<file path="config.mk">
export PLATFORM = sky130hd
export DESIGN_NAME = rpca_root_port_cfg
export DESIGN_NICKNAME = d
export VERILOG_FILES = /design/src/verilog/rpca_pkg.sv /design/src/verilog/rpca_cfg_timer.sv /design/src/verilog/rpca_root_port_cfg.sv
export SDC_FILE = /design/constraint.sdc
export NUM_CORES = 1
export LEC_CHECK = 0
export BUFFER_PORTS_ARGS = -buffer_cell sky130_fd_sc_hd__buf_2
export CAP_MARGIN = 10
export CORE_ASPECT_RATIO = 0.6
export CORE_MARGIN = 1
export CORE_UTILIZATION = 53
export CTS_CLUSTER_DIAMETER = 150
export CTS_CLUSTER_SIZE = 8
export DETAILED_ROUTE_END_ITERATION = 10
export PLACE_DENSITY_LB_ADDON = 0.25
export SYNTH_ARGS = -nofsm -noshare
export SYNTH_HDL_FRONTEND = slang
export SYNTH_SLANG_ARGS = --single-unit
</file>
<file path="constraint.sdc">
create_clock -name clk_i -period 3 [get_ports clk_i]
set_input_delay 0.6 -clock clk_i [delete_from_list [all_inputs] [get_ports clk_i]]
set_output_delay 0.6 -clock clk_i [all_outputs]
set_load 0.01 [all_outputs]
</file>
<file path="src/verilog/rpca_pkg.sv">
package rpca_pkg;

	// ==========================================================
	// Register byte offsets on the AHB-Lite slave
	localparam logic [7:0] OFS_CTRL   = 8'h00; // Inbound window options
	localparam logic [7:0] OFS_BUSNUM = 8'h04; // Primary, secondary, subordinate
	localparam logic [7:0] OFS_BAR0   = 8'h08; // Root port BAR0 base
	localparam logic [7:0] OFS_TRANS  = 8'h0C; // Inbound translation base
	localparam logic [7:0] OFS_STATUS = 8'h10; // Sticky event status, read only
	localparam logic [7:0] OFS_CLEAR  = 8'h14; // Write one to clear, write only
	localparam logic [7:0] OFS_ENABLE = 8'h18; // Interrupt enables
	localparam logic [7:0] OFS_STATE  = 8'h1C; // Live block state

	// ==========================================================
	// Field positions
	localparam int CTRL_CONCEAL_BIT = 0;  // conceal_inbound_window
	localparam int CTRL_BAR64_BIT   = 1;  // 64-bit BAR selected
	localparam int CTRL_SIZE_LSB    = 4;  // log2 of BAR0 size, 5 bits
	localparam int BUS_PRI_LSB      = 0;
	localparam int BUS_SEC_LSB      = 8;
	localparam int BUS_SUB_LSB      = 16;
	localparam int EVT_TIMEOUT_BIT  = 0;  // Config timeout
	localparam int EVT_RANGE_BIT    = 1;  // Bus number out of range
	localparam int EVT_UPUR_BIT     = 2;  // Upstream answered with UR
	localparam int EVT_W            = 3;
	localparam int ECAM_BUS_LSB     = 20;
	localparam int ECAM_DEV_LSB     = 15;
	localparam int ECAM_FN_LSB      = 12;
	localparam int ECAM_REG_LSB     = 2;

	// ==========================================================
	// Reset values and encodings
	localparam logic [31:0] CTRL_RST    = 32'h0000_0000;
	localparam logic [31:0] BUSNUM_RST  = 32'h0000_0000;
	localparam logic [31:0] BAR0_RST    = 32'h0000_0000;
	localparam logic [31:0] TRANS_RST   = 32'h0000_0000;
	localparam logic [31:0] ALL_ONES    = 32'hFFFF_FFFF;
	localparam logic [4:0]  SIZE_4GB    = 5'h1_F;      // Log2 value 31 stands for 4 GB
	localparam logic [1:0]  CPL_SC      = 2'h0;        // Successful completion
	localparam logic [1:0]  CPL_UR      = 2'h1;        // Unsupported request
	localparam logic [1:0]  AHB_NONSEQ  = 2'h2;

	// ==========================================================
	// Timing
	localparam int CLK_PERIOD_NS     = 10;
	localparam int CFG_TIMEOUT_US    = 50;
	localparam int CFG_TIMEOUT_CYC   = (CFG_TIMEOUT_US * 1000) / CLK_PERIOD_NS;
	localparam int TMR_W             = 20;

	// ==========================================================
	// Configuration sequencer states
	typedef enum logic [2:0]
	{
		ST_IDLE  = 3'b000,
		ST_LOCAL = 3'b001,
		ST_ISSUE = 3'b010,
		ST_WAIT  = 3'b011,
		ST_RESP  = 3'b100
	} rpca_state_type;

endpackage

</file>
<file path="src/verilog/rpca_cfg_timer.sv">
`timescale 1ns/1ns
module rpca_cfg_timer
#(
	parameter int LIMIT = 5000
)
(
	input  wire logic clk_i,
	input  wire logic arst_n_i,
	input  wire logic run_i,
	output logic      expired_o
);
	import rpca_pkg::*;

	localparam logic [TMR_W-1:0] LAST = TMR_W'(LIMIT - 1);

	logic [TMR_W-1:0] cnt_ff;  // Cycles spent waiting
	logic [TMR_W-1:0] nxt_cnt; // Next count
	logic             hit;     // Count reached the limit

	// ==========================================================
	// Count while running, restart whenever idle
	assign hit       = run_i && (cnt_ff == LAST);
	assign nxt_cnt   = (run_i && !hit) ? cnt_ff + TMR_W'(1) : '0;
	assign expired_o = hit;

	// Counter register
	always_ff @(posedge clk_i or negedge arst_n_i)
	begin
		if (!arst_n_i)
			cnt_ff <= '0;
		else
			cnt_ff <= nxt_cnt;
	end

endmodule

</file>
<file path="src/verilog/rpca_root_port_cfg.sv">
// Functional notes
// - Primary bus access configures local block
// - Secondary bus access issues type 0
// - Bus above secondary to subordinate: type 1
// - Out of range bus: no request, SLVERR
// - Read answered UR returns all ones
// - Write answered UR gets SLVERR
// - Concealed BAR0 reads zero, writes masked
// - 64-bit 4 GB BAR0 passes all, untranslated
// - Concealment shuts BAR0 unless it is 64-bit 4 GB
// - Unconfigured BAR0 answers upstream with UR; 64-bit 4 GB pass-all accepts without a base
// - Timer ends stalled config, SLVERR; only link requests are timed, not local ones
// - Config timeout raises interrupt
//
// The AHB-Lite slave port and the register offsets were left to the implementer.
`timescale 1ns/1ns
module rpca_root_port_cfg
#(
	parameter int TIMEOUT_CYC = rpca_pkg::CFG_TIMEOUT_CYC
)
(
	input  wire logic        clk_i,
	input  wire logic        arst_n_i,
	// AHB-Lite register slave
	input  wire logic        hsel_i,
	input  wire logic [31:0] haddr_i,
	input  wire logic [1:0]  htrans_i,
	input  wire logic        hwrite_i,
	input  wire logic [2:0]  hsize_i,
	input  wire logic [31:0] hwdata_i,
	input  wire logic        hready_i,
	output logic      [31:0] hrdata_o,
	output logic             hreadyout_o,
	output logic             hresp_o,
	// ECAM request from processor side
	input  wire logic        ecam_valid_i,
	output logic             ecam_ready_o,
	input  wire logic [31:0] ecam_addr_i,
	input  wire logic        ecam_write_i,
	input  wire logic [31:0] ecam_wdata_i,
	output logic             ecam_rsp_valid_o,
	output logic             ecam_rsp_slverr_o,
	output logic      [31:0] ecam_rsp_rdata_o,
	// Local self-configuration port
	output logic             loc_valid_o,
	output logic             loc_write_o,
	output logic      [9:0]  loc_reg_o,
	output logic      [31:0] loc_wdata_o,
	input  wire logic        loc_done_i,
	input  wire logic [31:0] loc_rdata_i,
	// Configuration request toward the link
	output logic             cfg_valid_o,
	input  wire logic        cfg_ready_i,
	output logic             cfg_type1_o,
	output logic             cfg_write_o,
	output logic      [7:0]  cfg_bus_o,
	output logic      [4:0]  cfg_dev_o,
	output logic      [2:0]  cfg_fn_o,
	output logic      [9:0]  cfg_reg_o,
	output logic      [31:0] cfg_wdata_o,
	input  wire logic        cpl_valid_i,
	input  wire logic [1:0]  cpl_status_i,
	input  wire logic [31:0] cpl_data_i,
	// Upstream requests arriving from the link
	input  wire logic        up_valid_i,
	input  wire logic [31:0] up_addr_i,
	output logic             up_accept_o,
	output logic             up_ur_o,
	output logic      [31:0] up_axi_addr_o,
	// Interrupt
	output logic             irq_o
);
	import rpca_pkg::*;

	// ==========================================================
	// Register state
	logic [31:0]      ctrl_ff;      // Inbound window options
	logic [31:0]      busnum_ff;    // Bus number triple
	logic [31:0]      bar0_ff;      // BAR0 base address
	logic             bar0_set_ff;  // BAR0 has been given a base
	logic [31:0]      trans_ff;     // Translation base
	logic [EVT_W-1:0] sts_ff;       // Sticky events
	logic [EVT_W-1:0] en_ff;        // Interrupt enables
	logic [7:0]       dph_addr_ff;  // Data phase address
	logic             dph_wr_ff;    // Data phase is a write
	logic [31:0]      hrdata_ff;    // Read data register

	// ==========================================================
	// Sequencer state
	rpca_state_type   state_ff;     // Current state
	rpca_state_type   nxt_state;    // Next state
	logic [31:0]      req_addr_ff;  // Captured ECAM address
	logic             req_wr_ff;    // Captured direction
	logic [31:0]      req_wdata_ff; // Captured write data
	logic             req_type1_ff; // Link request is type 1
	logic             rsp_err_ff;   // Response carries SLVERR
	logic [31:0]      rsp_data_ff;  // Response read data
	logic             up_accept_ff; // Upstream accepted pulse
	logic             up_ur_ff;     // Upstream refused pulse
	logic [31:0]      up_axi_ff;    // Upstream AXI address

	// ==========================================================
	// Field helpers, used for both ECAM and bus register decode
	function automatic logic [7:0] byte_at(input logic [31:0] w, input int lsb);
		byte_at = w[lsb +: 8];
	endfunction

	wire [7:0] e_bus = byte_at(ecam_addr_i, ECAM_BUS_LSB);
	wire [7:0] pri   = byte_at(busnum_ff, BUS_PRI_LSB);
	wire [7:0] sec   = byte_at(busnum_ff, BUS_SEC_LSB);
	wire [7:0] sub   = byte_at(busnum_ff, BUS_SUB_LSB);

	wire hit_pri   = (e_bus == pri);
	wire hit_sec   = !hit_pri && (e_bus == sec);
	// above secondary up to subordinate gives type 1
	wire hit_sub   = !hit_pri && (e_bus > sec) && (e_bus <= sub);
	wire bus_bad   = !hit_pri && !hit_sec && !hit_sub;

	wire take_req  = ecam_valid_i && (state_ff == ST_IDLE);
	wire timed_out;
	wire up_hit;    // Upstream request lands in BAR0, decoded below
	wire cpl_ur    = cpl_valid_i && (cpl_status_i == CPL_UR);

	// ==========================================================
	// AHB-Lite decode
	wire       a_take  = hsel_i && hready_i && (htrans_i == AHB_NONSEQ);
	wire       d_wr    = dph_wr_ff;
	wire       wr_ctrl = d_wr && (dph_addr_ff == OFS_CTRL);
	wire       wr_bus  = d_wr && (dph_addr_ff == OFS_BUSNUM);
	wire       wr_bar  = d_wr && (dph_addr_ff == OFS_BAR0);
	wire       wr_tr   = d_wr && (dph_addr_ff == OFS_TRANS);
	wire       wr_clr  = d_wr && (dph_addr_ff == OFS_CLEAR);
	wire       wr_en   = d_wr && (dph_addr_ff == OFS_ENABLE);
	wire       conceal = ctrl_ff[CTRL_CONCEAL_BIT];
	wire       bar64   = ctrl_ff[CTRL_BAR64_BIT];
	wire [4:0] sz_log2 = ctrl_ff[CTRL_SIZE_LSB +: 5];
	// whole 32-bit space open, no translation
	wire       pass_all = bar64 && (sz_log2 == SIZE_4GB);

	// Read mux, address phase, captured into a flop
	logic [31:0] rd_mux;
	wire  [7:0]  a_ofs = haddr_i[7:0];
	wire         a_low = (haddr_i[31:8] == 24'h00_0000);
	always_comb
	begin
		rd_mux = 32'h0000_0000;
		if (!a_low)
			rd_mux = 32'h0000_0000;
		else if (a_ofs == OFS_CTRL)
			rd_mux = ctrl_ff;
		else if (a_ofs == OFS_BUSNUM)
			rd_mux = busnum_ff;
		else if (a_ofs == OFS_BAR0)
			rd_mux = conceal ? 32'h0000_0000 : bar0_ff;
		else if (a_ofs == OFS_TRANS)
			rd_mux = trans_ff;
		else if (a_ofs == OFS_STATUS)
			rd_mux = {29'h0000_0000, sts_ff};
		else if (a_ofs == OFS_ENABLE)
			rd_mux = {29'h0000_0000, en_ff};
		else if (a_ofs == OFS_STATE)
			rd_mux = {27'h000_0000, bar0_set_ff, 1'b0, state_ff};
	end

	// Zero wait state slave, always OKAY
	assign hreadyout_o = 1'b1;
	assign hresp_o     = 1'b0;
	assign hrdata_o    = hrdata_ff;

	// Address phase capture
	always_ff @(posedge clk_i or negedge arst_n_i)
	begin
		if (!arst_n_i)
		begin
			dph_addr_ff <= 8'h00;
			dph_wr_ff   <= 1'b0;
			hrdata_ff   <= 32'h0000_0000;
		end
		else
		begin
			dph_addr_ff <= a_low ? a_ofs : 8'hFF;
			dph_wr_ff   <= a_take && hwrite_i && a_low;
			hrdata_ff   <= (a_take && !hwrite_i) ? rd_mux : hrdata_ff;
		end
	end

	// ==========================================================
	// Software registers; the core writes busnum only through
	always_ff @(posedge clk_i or negedge arst_n_i)
	begin
		if (!arst_n_i)
		begin
			ctrl_ff   <= CTRL_RST;
			busnum_ff <= BUSNUM_RST;
			trans_ff  <= TRANS_RST;
			en_ff     <= '0;
		end
		else
		begin
			if (wr_ctrl)
				ctrl_ff <= hwdata_i;
			if (wr_bus)
				busnum_ff <= {8'h00, hwdata_i[23:0]};
			if (wr_tr)
				trans_ff <= hwdata_i;
			if (wr_en)
				en_ff <= hwdata_i[EVT_W-1:0];
		end
	end

	// BAR0 base, masked under concealment
	always_ff @(posedge clk_i or negedge arst_n_i)
	begin
		if (!arst_n_i)
		begin
			bar0_ff     <= BAR0_RST;
			bar0_set_ff <= 1'b0;
		end
		// writes masked, base held at zero
		else if (conceal)
		begin
			bar0_ff     <= BAR0_RST;
			bar0_set_ff <= 1'b0;
		end
		else if (wr_bar)
		begin
			bar0_ff     <= hwdata_i;
			bar0_set_ff <= 1'b1;
		end
	end

	// ==========================================================
	// Sticky events; a new event beats a same-cycle clear
	wire [EVT_W-1:0] evt_set;
	assign evt_set[EVT_TIMEOUT_BIT] = timed_out;
	assign evt_set[EVT_RANGE_BIT]   = take_req && bus_bad;
	assign evt_set[EVT_UPUR_BIT]    = up_valid_i && !up_hit;
	wire [EVT_W-1:0] evt_clr = wr_clr ? hwdata_i[EVT_W-1:0] : '0;

	always_ff @(posedge clk_i or negedge arst_n_i)
	begin
		if (!arst_n_i)
			sts_ff <= '0;
		else
			sts_ff <= (sts_ff & ~evt_clr) | evt_set;
	end

	assign irq_o = |(sts_ff & en_ff);

	// ==========================================================
	// Upstream BAR0 check
	// BAR0 is live unless concealed; under concealment only the 64-bit 4 GB pass-all still hits
	wire [31:0] win_mask = ALL_ONES >> (5'd31 - sz_log2) >> 1;
	wire        win_hit  = ((up_addr_i & ~win_mask) == (bar0_ff & ~win_mask));
	assign      up_hit   = pass_all || (bar0_set_ff && win_hit);
	wire [31:0] up_xlat  = pass_all ? up_addr_i
	                                : ((trans_ff & ~win_mask) | (up_addr_i & win_mask));

	// Upstream result flops
	always_ff @(posedge clk_i or negedge arst_n_i)
	begin
		if (!arst_n_i)
		begin
			up_accept_ff <= 1'b0;
			up_ur_ff     <= 1'b0;
			up_axi_ff    <= 32'h0000_0000;
		end
		else
		begin
			up_accept_ff <= up_valid_i && up_hit;
			up_ur_ff     <= up_valid_i && !up_hit;
			up_axi_ff    <= (up_valid_i && up_hit) ? up_xlat : up_axi_ff;
		end
	end

	assign up_accept_o   = up_accept_ff;
	assign up_ur_o       = up_ur_ff;
	assign up_axi_addr_o = up_axi_ff;

	// ==========================================================
	// Configuration sequencer
	always_comb
	begin
		nxt_state = state_ff;
		case (state_ff)
			ST_IDLE:
				if (ecam_valid_i)
				begin
					if (hit_pri)
						nxt_state = ST_LOCAL;
					else if (bus_bad)
						nxt_state = ST_RESP;
					else
						nxt_state = ST_ISSUE;
				end
			ST_LOCAL:
				if (loc_done_i)
					nxt_state = ST_RESP;
			ST_ISSUE:
				if (timed_out)
					nxt_state = ST_RESP;
				else if (cfg_ready_i)
					nxt_state = ST_WAIT;
			ST_WAIT:
				if (cpl_valid_i || timed_out)
					nxt_state = ST_RESP;
			ST_RESP:
				nxt_state = ST_IDLE;
			default:
				nxt_state = ST_IDLE;
		endcase
	end

	rpca_cfg_timer #(.LIMIT(TIMEOUT_CYC)) u_timer
	(
		.clk_i     (clk_i),
		.arst_n_i  (arst_n_i),
		.run_i     ((state_ff == ST_ISSUE) || (state_ff == ST_WAIT)),
		.expired_o (timed_out)
	);

	// State and request capture
	always_ff @(posedge clk_i or negedge arst_n_i)
	begin
		if (!arst_n_i)
		begin
			state_ff     <= ST_IDLE;
			req_addr_ff  <= 32'h0000_0000;
			req_wr_ff    <= 1'b0;
			req_wdata_ff <= 32'h0000_0000;
			req_type1_ff <= 1'b0;
		end
		else
		begin
			state_ff <= nxt_state;
			if (take_req)
			begin
				req_addr_ff  <= ecam_addr_i;
				req_wr_ff    <= ecam_write_i;
				req_wdata_ff <= ecam_wdata_i;
				// type 1 beyond the secondary bus
				req_type1_ff <= hit_sub;
			end
		end
	end

	// Response outcome
	always_ff @(posedge clk_i or negedge arst_n_i)
	begin
		if (!arst_n_i)
		begin
			rsp_err_ff  <= 1'b0;
			rsp_data_ff <= 32'h0000_0000;
		end
		else if (take_req && bus_bad)
		begin
			rsp_err_ff  <= 1'b1;
			rsp_data_ff <= 32'h0000_0000;
		end
		else if ((state_ff == ST_LOCAL) && loc_done_i)
		begin
			rsp_err_ff  <= 1'b0;
			rsp_data_ff <= req_wr_ff ? 32'h0000_0000 : loc_rdata_i;
		end
		else if (timed_out)
		begin
			rsp_err_ff  <= 1'b1;
			rsp_data_ff <= 32'h0000_0000;
		end
		else if ((state_ff == ST_WAIT) && cpl_valid_i)
		begin
			// write with UR is an error
			rsp_err_ff  <= req_wr_ff && cpl_ur;
			// read with UR gives all ones
			rsp_data_ff <= req_wr_ff ? 32'h0000_0000 : (cpl_ur ? ALL_ONES : cpl_data_i);
		end
	end

	// ==========================================================
	// Outputs
	assign ecam_ready_o      = (state_ff == ST_IDLE);
	assign ecam_rsp_valid_o  = (state_ff == ST_RESP);
	assign ecam_rsp_slverr_o = rsp_err_ff;
	assign ecam_rsp_rdata_o  = rsp_data_ff;

	// local access never reaches the link
	assign loc_valid_o = (state_ff == ST_LOCAL);
	assign loc_write_o = req_wr_ff;
	assign loc_reg_o   = req_addr_ff[ECAM_REG_LSB +: 10];
	assign loc_wdata_o = req_wdata_ff;

	// link request, type from the bus range
	assign cfg_valid_o = (state_ff == ST_ISSUE);
	assign cfg_type1_o = req_type1_ff;
	assign cfg_write_o = req_wr_ff;
	assign cfg_bus_o   = req_addr_ff[ECAM_BUS_LSB +: 8];
	assign cfg_dev_o   = req_addr_ff[ECAM_DEV_LSB +: 5];
	assign cfg_fn_o    = req_addr_ff[ECAM_FN_LSB +: 3];
	assign cfg_reg_o   = req_addr_ff[ECAM_REG_LSB +: 10];
	assign cfg_wdata_o = req_wdata_ff;

endmodule

</file>
Word level (Yosys, flattened, before mapping)
Cells that the tools add are included.
{"block": "classes", "addsub": 2, "order_cmp": 2, "eq_ne": 26, "n_shift": 1, "n_mux": 36, "n_bitwise": 10, "reduce_logical": 45}
{"op": "2-to-1 mux 32 bit", "n": 16}
{"op": "bitwise AND 32 bit", "n": 3}
{"op": "== test 8 x 5 -> 1 bit (second input constant)", "n": 5}
{"op": "bitwise AND 32 x 31 -> 32 bit", "n": 1}
{"op": "== test 32 bit", "n": 1}
{"op": "== test 8 x 4 -> 1 bit (second input constant)", "n": 4}
{"op": "NOT 31 -> 32 bit", "n": 1}
{"op": "bitwise OR 32 bit", "n": 1}
{"op": "right shift 32 x 5 -> 32 bit (first input constant)", "n": 1}
{"op": "logical AND 1 bit", "n": 28}
{"op": "logical NOT 24 bit", "n": 1}
{"op": "2-to-1 mux 3 bit", "n": 8}
{"op": "adder 20 x 1 -> 20 bit (second input constant)", "n": 1}
{"op": "== test 20 x 13 -> 1 bit (second input constant)", "n": 1}
{"op": "2-to-1 mux 20 bit", "n": 1}
{"op": "== test 8 x 3 -> 1 bit (second input constant)", "n": 2}
{"op": "== test 8 bit", "n": 2}
{"op": "logical NOT 8 bit", "n": 2}
{"op": "2-to-1 mux 5 bit", "n": 3}
{"op": "case mux 3 bit (4 select lines)", "n": 1}
{"op": "greater-than comparator 8 bit", "n": 1}
{"op": "<= comparator 8 bit", "n": 1}
{"op": "2-to-1 mux 8 bit", "n": 1}
{"op": "bitwise AND 3 bit", "n": 2}
{"op": "other kinds (20)", "n": 34}
{"block": "word_totals", "ff_bits": 320, "in_bits": 242, "output_inout_bits": 209, "elab_cells": 143}

Depth between registers and ports, before layout
{"block": "logic_depth", "word_depth": 10, "mapped_depth": 11, "depth_no_buf": 9}

By module
A second synthesis with hierarchy kept.
{"block": "hier_totals", "hier_cells": 1637, "hier_area_um2": 16034.1}
{"module": "rpca_root_port_cfg", "instances": 1, "cells_each": 1531, "area_per_inst_um2": 14985.6, "seq_area_each_um2": 7457.2}
{"module": "rpca_cfg_timer", "instances": 1, "cells_each": 106, "area_per_inst_um2": 1048.5, "seq_area_each_um2": 500.5}

Worst setup path before layout
Ideal clock, no wire load.
{"block": "synth_timing", "path_type": "input -> register", "start": "input up_addr_i[5]", "end": "register up_axi_ff[10] (netlist: up_axi_addr_o[10])", "setup_ns": 0.080, "arrival_time_ns": 2.367, "t_required_ns": 2.920, "slack_ns": 0.552, "stages": 8, "n_path_buf": 2, "path_cell_list": "xnor2_1 > nor2_1 > o41a_1 > or4b_1 > buf_2 > o21a_4 > buf_6 > o211ai_2"}
{"block": "synth_between", "elab_chain_cells": 5}
{"item": "from (decl)", "line_no": "rpca_root_port_cfg.sv:66", "rtl": "input wire logic [31:0] up_addr_i,"}
{"item": "bitwise AND 32 bit", "line_no": "rpca_root_port_cfg.sv:254", "rtl": "wire win_hit = ((up_addr_i & ~win_mask) == (bar0_ff & ~win_mask));"}
{"item": "== test 32 bit", "line_no": "rpca_root_port_cfg.sv:254"}
{"item": "logical AND 1 bit", "line_no": "rpca_root_port_cfg.sv:255", "rtl": "assign up_hit = pass_all || (bar0_set_ff && win_hit);"}
{"item": "logical OR 1 bit", "line_no": "rpca_root_port_cfg.sv:255"}
{"item": "logical AND 1 bit", "line_no": "rpca_root_port_cfg.sv:272", "rtl": "up_axi_ff <= (up_valid_i && up_hit) ? up_xlat : up_axi_ff;"}
{"item": "to (signal assigned)", "line_no": "rpca_root_port_cfg.sv:272"}
{"item": "to (decl)", "line_no": "rpca_root_port_cfg.sv:100", "rtl": "logic [31:0] up_axi_ff;"}
Every way passes these cells.
A chain may end at the register's enable or synchronous reset.

Final worst setup path
{"block": "layout_timing", "start": "register ctrl_ff[4]", "end": "register up_axi_ff[31] (netlist: up_axi_addr_o[31])"}
{"block": "layout_between", "elab_chain_cells": 8, "elab_cells_between_ends": 12, "classes_between": "add/sub: 1; eq/ne: 2; shift: 1; mux: 1; bitwise: 3; reduce/logical: 4"}
{"item": "from (decl)", "line_no": "rpca_root_port_cfg.sv:77", "rtl": "logic [31:0] ctrl_ff;"}
{"item": "from (signal assigned)", "line_no": "rpca_root_port_cfg.sv:201", "rtl": "ctrl_ff <= hwdata_i;"}
{"item": "subtractor 5 bit", "line_no": "rpca_root_port_cfg.sv:253", "rtl": "wire [31:0] win_mask = ALL_ONES >> (5'd31 - sz_log2) >> 1;"}
{"item": "right shift 32 x 5 -> 32 bit", "line_no": "rpca_root_port_cfg.sv:253"}
{"item": "NOT 31 -> 32 bit", "line_no": "rpca_root_port_cfg.sv:254"}
{"item": "bitwise AND 32 bit", "line_no": "rpca_root_port_cfg.sv:254"}
{"item": "== test 32 bit", "line_no": "rpca_root_port_cfg.sv:254"}
{"item": "logical AND 1 bit", "line_no": "rpca_root_port_cfg.sv:255"}
{"item": "logical OR 1 bit", "line_no": "rpca_root_port_cfg.sv:255"}
{"item": "logical AND 1 bit", "line_no": "rpca_root_port_cfg.sv:272"}
Several ways; a longest one is shown, not always the timed one.

==> impl_results.md <==
* Core Box Area at 0.0291 mm2
* Die area at 0.0306 mm2
* Clock transition at path regs at 0.05 ns
* Clock tree root buffer cell: sky130_fd_sc_hd__clkbuf_16
* Post-route setup TNS at 0 ns
* DR WL/cell at 21.5 um
* CTS Buf Count at 45
* Max Fanout on Critical Path at 14
* IO Count at 451
* Final critical-path setup slack at 0.103 ns
* Horizontal die dimension at 225 um
* Top-area cell type share of the netlist area at 50.2%
* Max-slew violation total from the final report at 0
* Max Root-Sink Buffers at 3
* Most used flip-flop cell after synthesis: sky130_fd_sc_hd__dfrtp_1
* Post-DR vias/cell at 5.88
* Class of the most critical hold timing path: input port to asynchronous set/reset pin
* Number of detailed-route iterations in the first pass at 6
* Number of cells upsized or downsized after cts at 0
* Worst clock skew at 0.0182 ns
* Number of flops mapped to enable cells by yosys at 0
* Worst Path Class, Setup: flip-flop to flip-flop
* Maximum level of the CTS H-tree at 2
* Nets at 2199
* Reported max-cap violation count at 0
* Gate count of the mapped netlist at 1542
* VDD IR-drop max at 0.495 mV
* Number of antenna violations at the first check in global routing at 11
* Cell breakdown of the critical path: nor2_1, nand2_1, a21oi_1, o41a_1, or4b_1, buf_4, or3_1, o211ai_1
* Quantity of I/O buffers inserted on ports at 439
* Compound-cell area share of the yosys netlist at 14.7%
* Data required time of the worst path at 3.46 ns
* Simple-Gate Fraction of Synth Area at 13.3%
* Final critical path time including I/O delays and setup at 2.90 ns
* Post-synthesis cell type count at 61
* Relative slew margins at 47.9%
* Maximum operating frequency at 345 MHz
* Arrival time of the worst setup path at 3.35 ns
* RSZ-0062 raised after global routing: false
* Wire length reported by the detailed router at 50600 um
* Final core utilization at 67.2%
* Post-synthesis adder-cell area fraction at 1.34%
* Power Density at 541 mW/mm2
* Overflow left after global routing at 0
* # rows at 48
* Vias in the first global route at 13500
* Starting Density at 54.6%
* TritonCTS clock tree: yes
* Worst setup SP type: flip-flop
* Overall via count from detail_route at 13800
* Worst-case setup slack after placement at 0.0733 ns
* Async set-reset flop share out of synthesis at 100%
* Status: finished clean
* Syn. warnings at 0
* Layout cells sized above 1 at 37.7%
* Xor-xnor portion of the synthesized cell area at 2.98%
* DRT iter0 DRCs at 1466
* Antenna Nets Post-Route at 0
* Leakage power of the design at 9.54 nW
* Share of cell area taken by muxes after synthesis at 12.0%
* CTS sink cnt at 318
* Cell area after synthesis at 0.0159 mm2
* Biggest cell delay along the critical path at 0.69 ns
* # DRC at 0
* Maximum number of pins on one net before global-route repair at 78
* Overall Power at 0.0106 W
* Count of hold buffers inserted by post-cts repair at 0
* Half-perimeter wire length of the detailed placement result at 36000 um
* Area overhead of the layout relative to synthesis at 23.2%
* Die Y-Extent at 136 um
* Number of hold violations in the final report at 0
* Register area share after synthesis at 50.2%
* Cells taking the most area after synthesis: sky130_fd_sc_hd__dfrtp_1 50%, sky130_fd_sc_hd__mux2_2 9.7%, sky130_fd_sc_hd__nand2_1 5.3%
* Clock latency reported for the late side of the worst-skew pair at 0.55 ns
* Finish-stage setup viols at 0
* CP max stage cell: sky130_fd_sc_hd__or4b_1
* Tightest Pin Transition at 0.780 ns
* Aggregate global-route resource usage at 32.7%
* Final cycle utilization of the critical path at 96.6%
* Main combinational cell family by area after synthesis: compound AO/OA/AOI/OAI gates
* Cell type with the largest total area after synthesis: sky130_fd_sc_hd__dfrtp_1
* FF+latch count, synth at 318
* RD Place Congestion at 0.966
* Count of buffers added by post-CTS timing repair for setup at 0
* Critical Path Sink Type: flip-flop
* Avg Synthesized Cell Area at 10.3 um2
* Global-route wire length before repair at 76600 um
* Syn nets at 1801
power by group:
group / internal (W) / switching [W]
clock network: 0.00267 / 0.00182
logic: 0.000634 / 0.000787
registers: 0.00451 / 0.000153
total: 0.00781 / 0.00276
synthesized netlist by cell type (17+ instances only):
master,instances
sky130_fd_sc_hd__mux2i_1,36
sky130_fd_sc_hd__nand2_1,223
sky130_fd_sc_hd__xor2_1,29
sky130_fd_sc_hd__a222oi_1,19
sky130_fd_sc_hd__a22oi_1,32
sky130_fd_sc_hd__a21oi_1,74
sky130_fd_sc_hd__dfrtp_1,318
sky130_fd_sc_hd__mux2_2,137
sky130_fd_sc_hd__inv_1,28
sky130_fd_sc_hd__nor2_1,114
sky130_fd_sc_hd__clkbuf_1,72
sky130_fd_sc_hd__o211ai_2,29
sky130_fd_sc_hd__nand3_1,43
sky130_fd_sc_hd__ha_1,17
sky130_fd_sc_hd__o21ai_0,78
sky130_fd_sc_hd__o31ai_1,37
sky130_fd_sc_hd__or3_1,19
sky130_fd_sc_hd__xnor2_1,25
sky130_fd_sc_hd__buf_4,46
critical path: cells and delay by family, from the launching register on:
kind | cells | cell delay [ns]
AOI/OAI and AO/OA | 3 | 0.51
buffers and inverters | 1 | 0.25
DFF | 1 | 0.61
and+or+nand+nor | 4 | 1.42
layer usage:
layer / vias up / global-route usage, % / part of all wire, %
li1: 6208 / - / -
met1: 6816 / 48.2 / 44
met2: 705 / 47.2 / 44
met3: 87 / 8.97 / 10
met4: 4 / 8.92 / 2.0
met5: - / 0 / 0.047
final timing paths:
check | slack, ns | end | start | cells past startpoint
min in group clk_i | 0.27 | dph_addr_ff[0] | haddr_i[0] | 2
max in group asynchronous | 2.13 | req_addr_ff[21] | arst_n_i | 2
min reg2reg | 0.47 | hrdata_o[27] | hrdata_o[27] | 2
min | 0.02 | cfg_wdata_o[4] | arst_n_i | 1
max | 0.10 | up_axi_addr_o[31] | ctrl_ff[4] | 8
max reg2reg | 0.10 | up_axi_addr_o[31] | ctrl_ff[4] | 8
flip-flops by register name, indices dropped and copies added, names as in the netlist, 3 cells and up:
signal,cells
ctrl_ff,32
busnum_ff,24
dph_addr_ff,8
state_ff,3
sts_ff,3
req_addr_ff,26
ecam_rsp_rdata_o,32
bar0_ff,32
en_ff,3
cfg_wdata_o,32
u_timer.cnt_ff,20
trans_ff,32
hrdata_o,32
up_axi_addr_o,32
placed cells by master, fill, tap and decap left out, types with 6 or more instances in the layout:
cell type                   netlist  routed
sky130_fd_sc_hd__buf_2           14     438
sky130_fd_sc_hd__dfrtp_1        318     316
sky130_fd_sc_hd__nand2_1        223     223
sky130_fd_sc_hd__mux2_2         137     137
sky130_fd_sc_hd__nor2_1         114     110
sky130_fd_sc_hd__o21ai_0         78      78
sky130_fd_sc_hd__a21oi_1         74      73
sky130_fd_sc_hd__buf_4           46      54
sky130_fd_sc_hd__clkbuf_16        0      45
sky130_fd_sc_hd__nand3_1         43      43
sky130_fd_sc_hd__o31ai_1         37      37
sky130_fd_sc_hd__mux2i_1         36      36
sky130_fd_sc_hd__a22oi_1         32      32
sky130_fd_sc_hd__xor2_1          29      29
sky130_fd_sc_hd__o211ai_2        29      29
sky130_fd_sc_hd__inv_1           28      28
sky130_fd_sc_hd__xnor2_1         25      25
sky130_fd_sc_hd__or3_1           19      19
sky130_fd_sc_hd__a222oi_1        19      19
sky130_fd_sc_hd__ha_1            17      17
sky130_fd_sc_hd__a22o_1          14      14
sky130_fd_sc_hd__nor4_1          12      12
sky130_fd_sc_hd__nand4_1         10      10
sky130_fd_sc_hd__diode_2          0       9
sky130_fd_sc_hd__nand2b_1         9       9
sky130_fd_sc_hd__a31oi_1          8       8
sky130_fd_sc_hd__nor3_1           7       7
sky130_fd_sc_hd__a21o_1           7       7
sky130_fd_sc_hd__a221oi_1         7       7
sky130_fd_sc_hd__o211ai_1         6       6
through the flow:
stage	area (um2)	hold slack (ns)	instances
5_1_grt	19500	0.0592	2349
3_3_place_gp	18300	0.458	2292
4_1_cts	19500	0.0498	2341
6_report	19500	0.0190	2351
3_5_place_dp	18300	0.466	2292
2_1_floorplan	15900	0.304	1542
cells by family after synthesis:
logic type	count (synthesis)
AOI/OAI and AO/OA	329
xor gates and xnor gates	54
adders and majority gates	17
buffers and inverters	175
DFF	318
muxes	173
other	2
and+or+nand+nor	474
cell type report:
| cell class | count | area, um2 |
|---|---|---|
| clock buffer | 46 | 1140 |
| sequential | 318 | 7960 |
| tap | 400 | 500 |
| antenna | 9 | 22.5 |
| fill | 2316 | 9540 |
| timing repair buffer | 497 | 2690 |
| multi-input combinational | 1050 | 7070 |
| clock inverter | 3 | 37.5 |
| inverter | 28 | 105 |
Note: power is estimated with default switching activity, not from simulation.
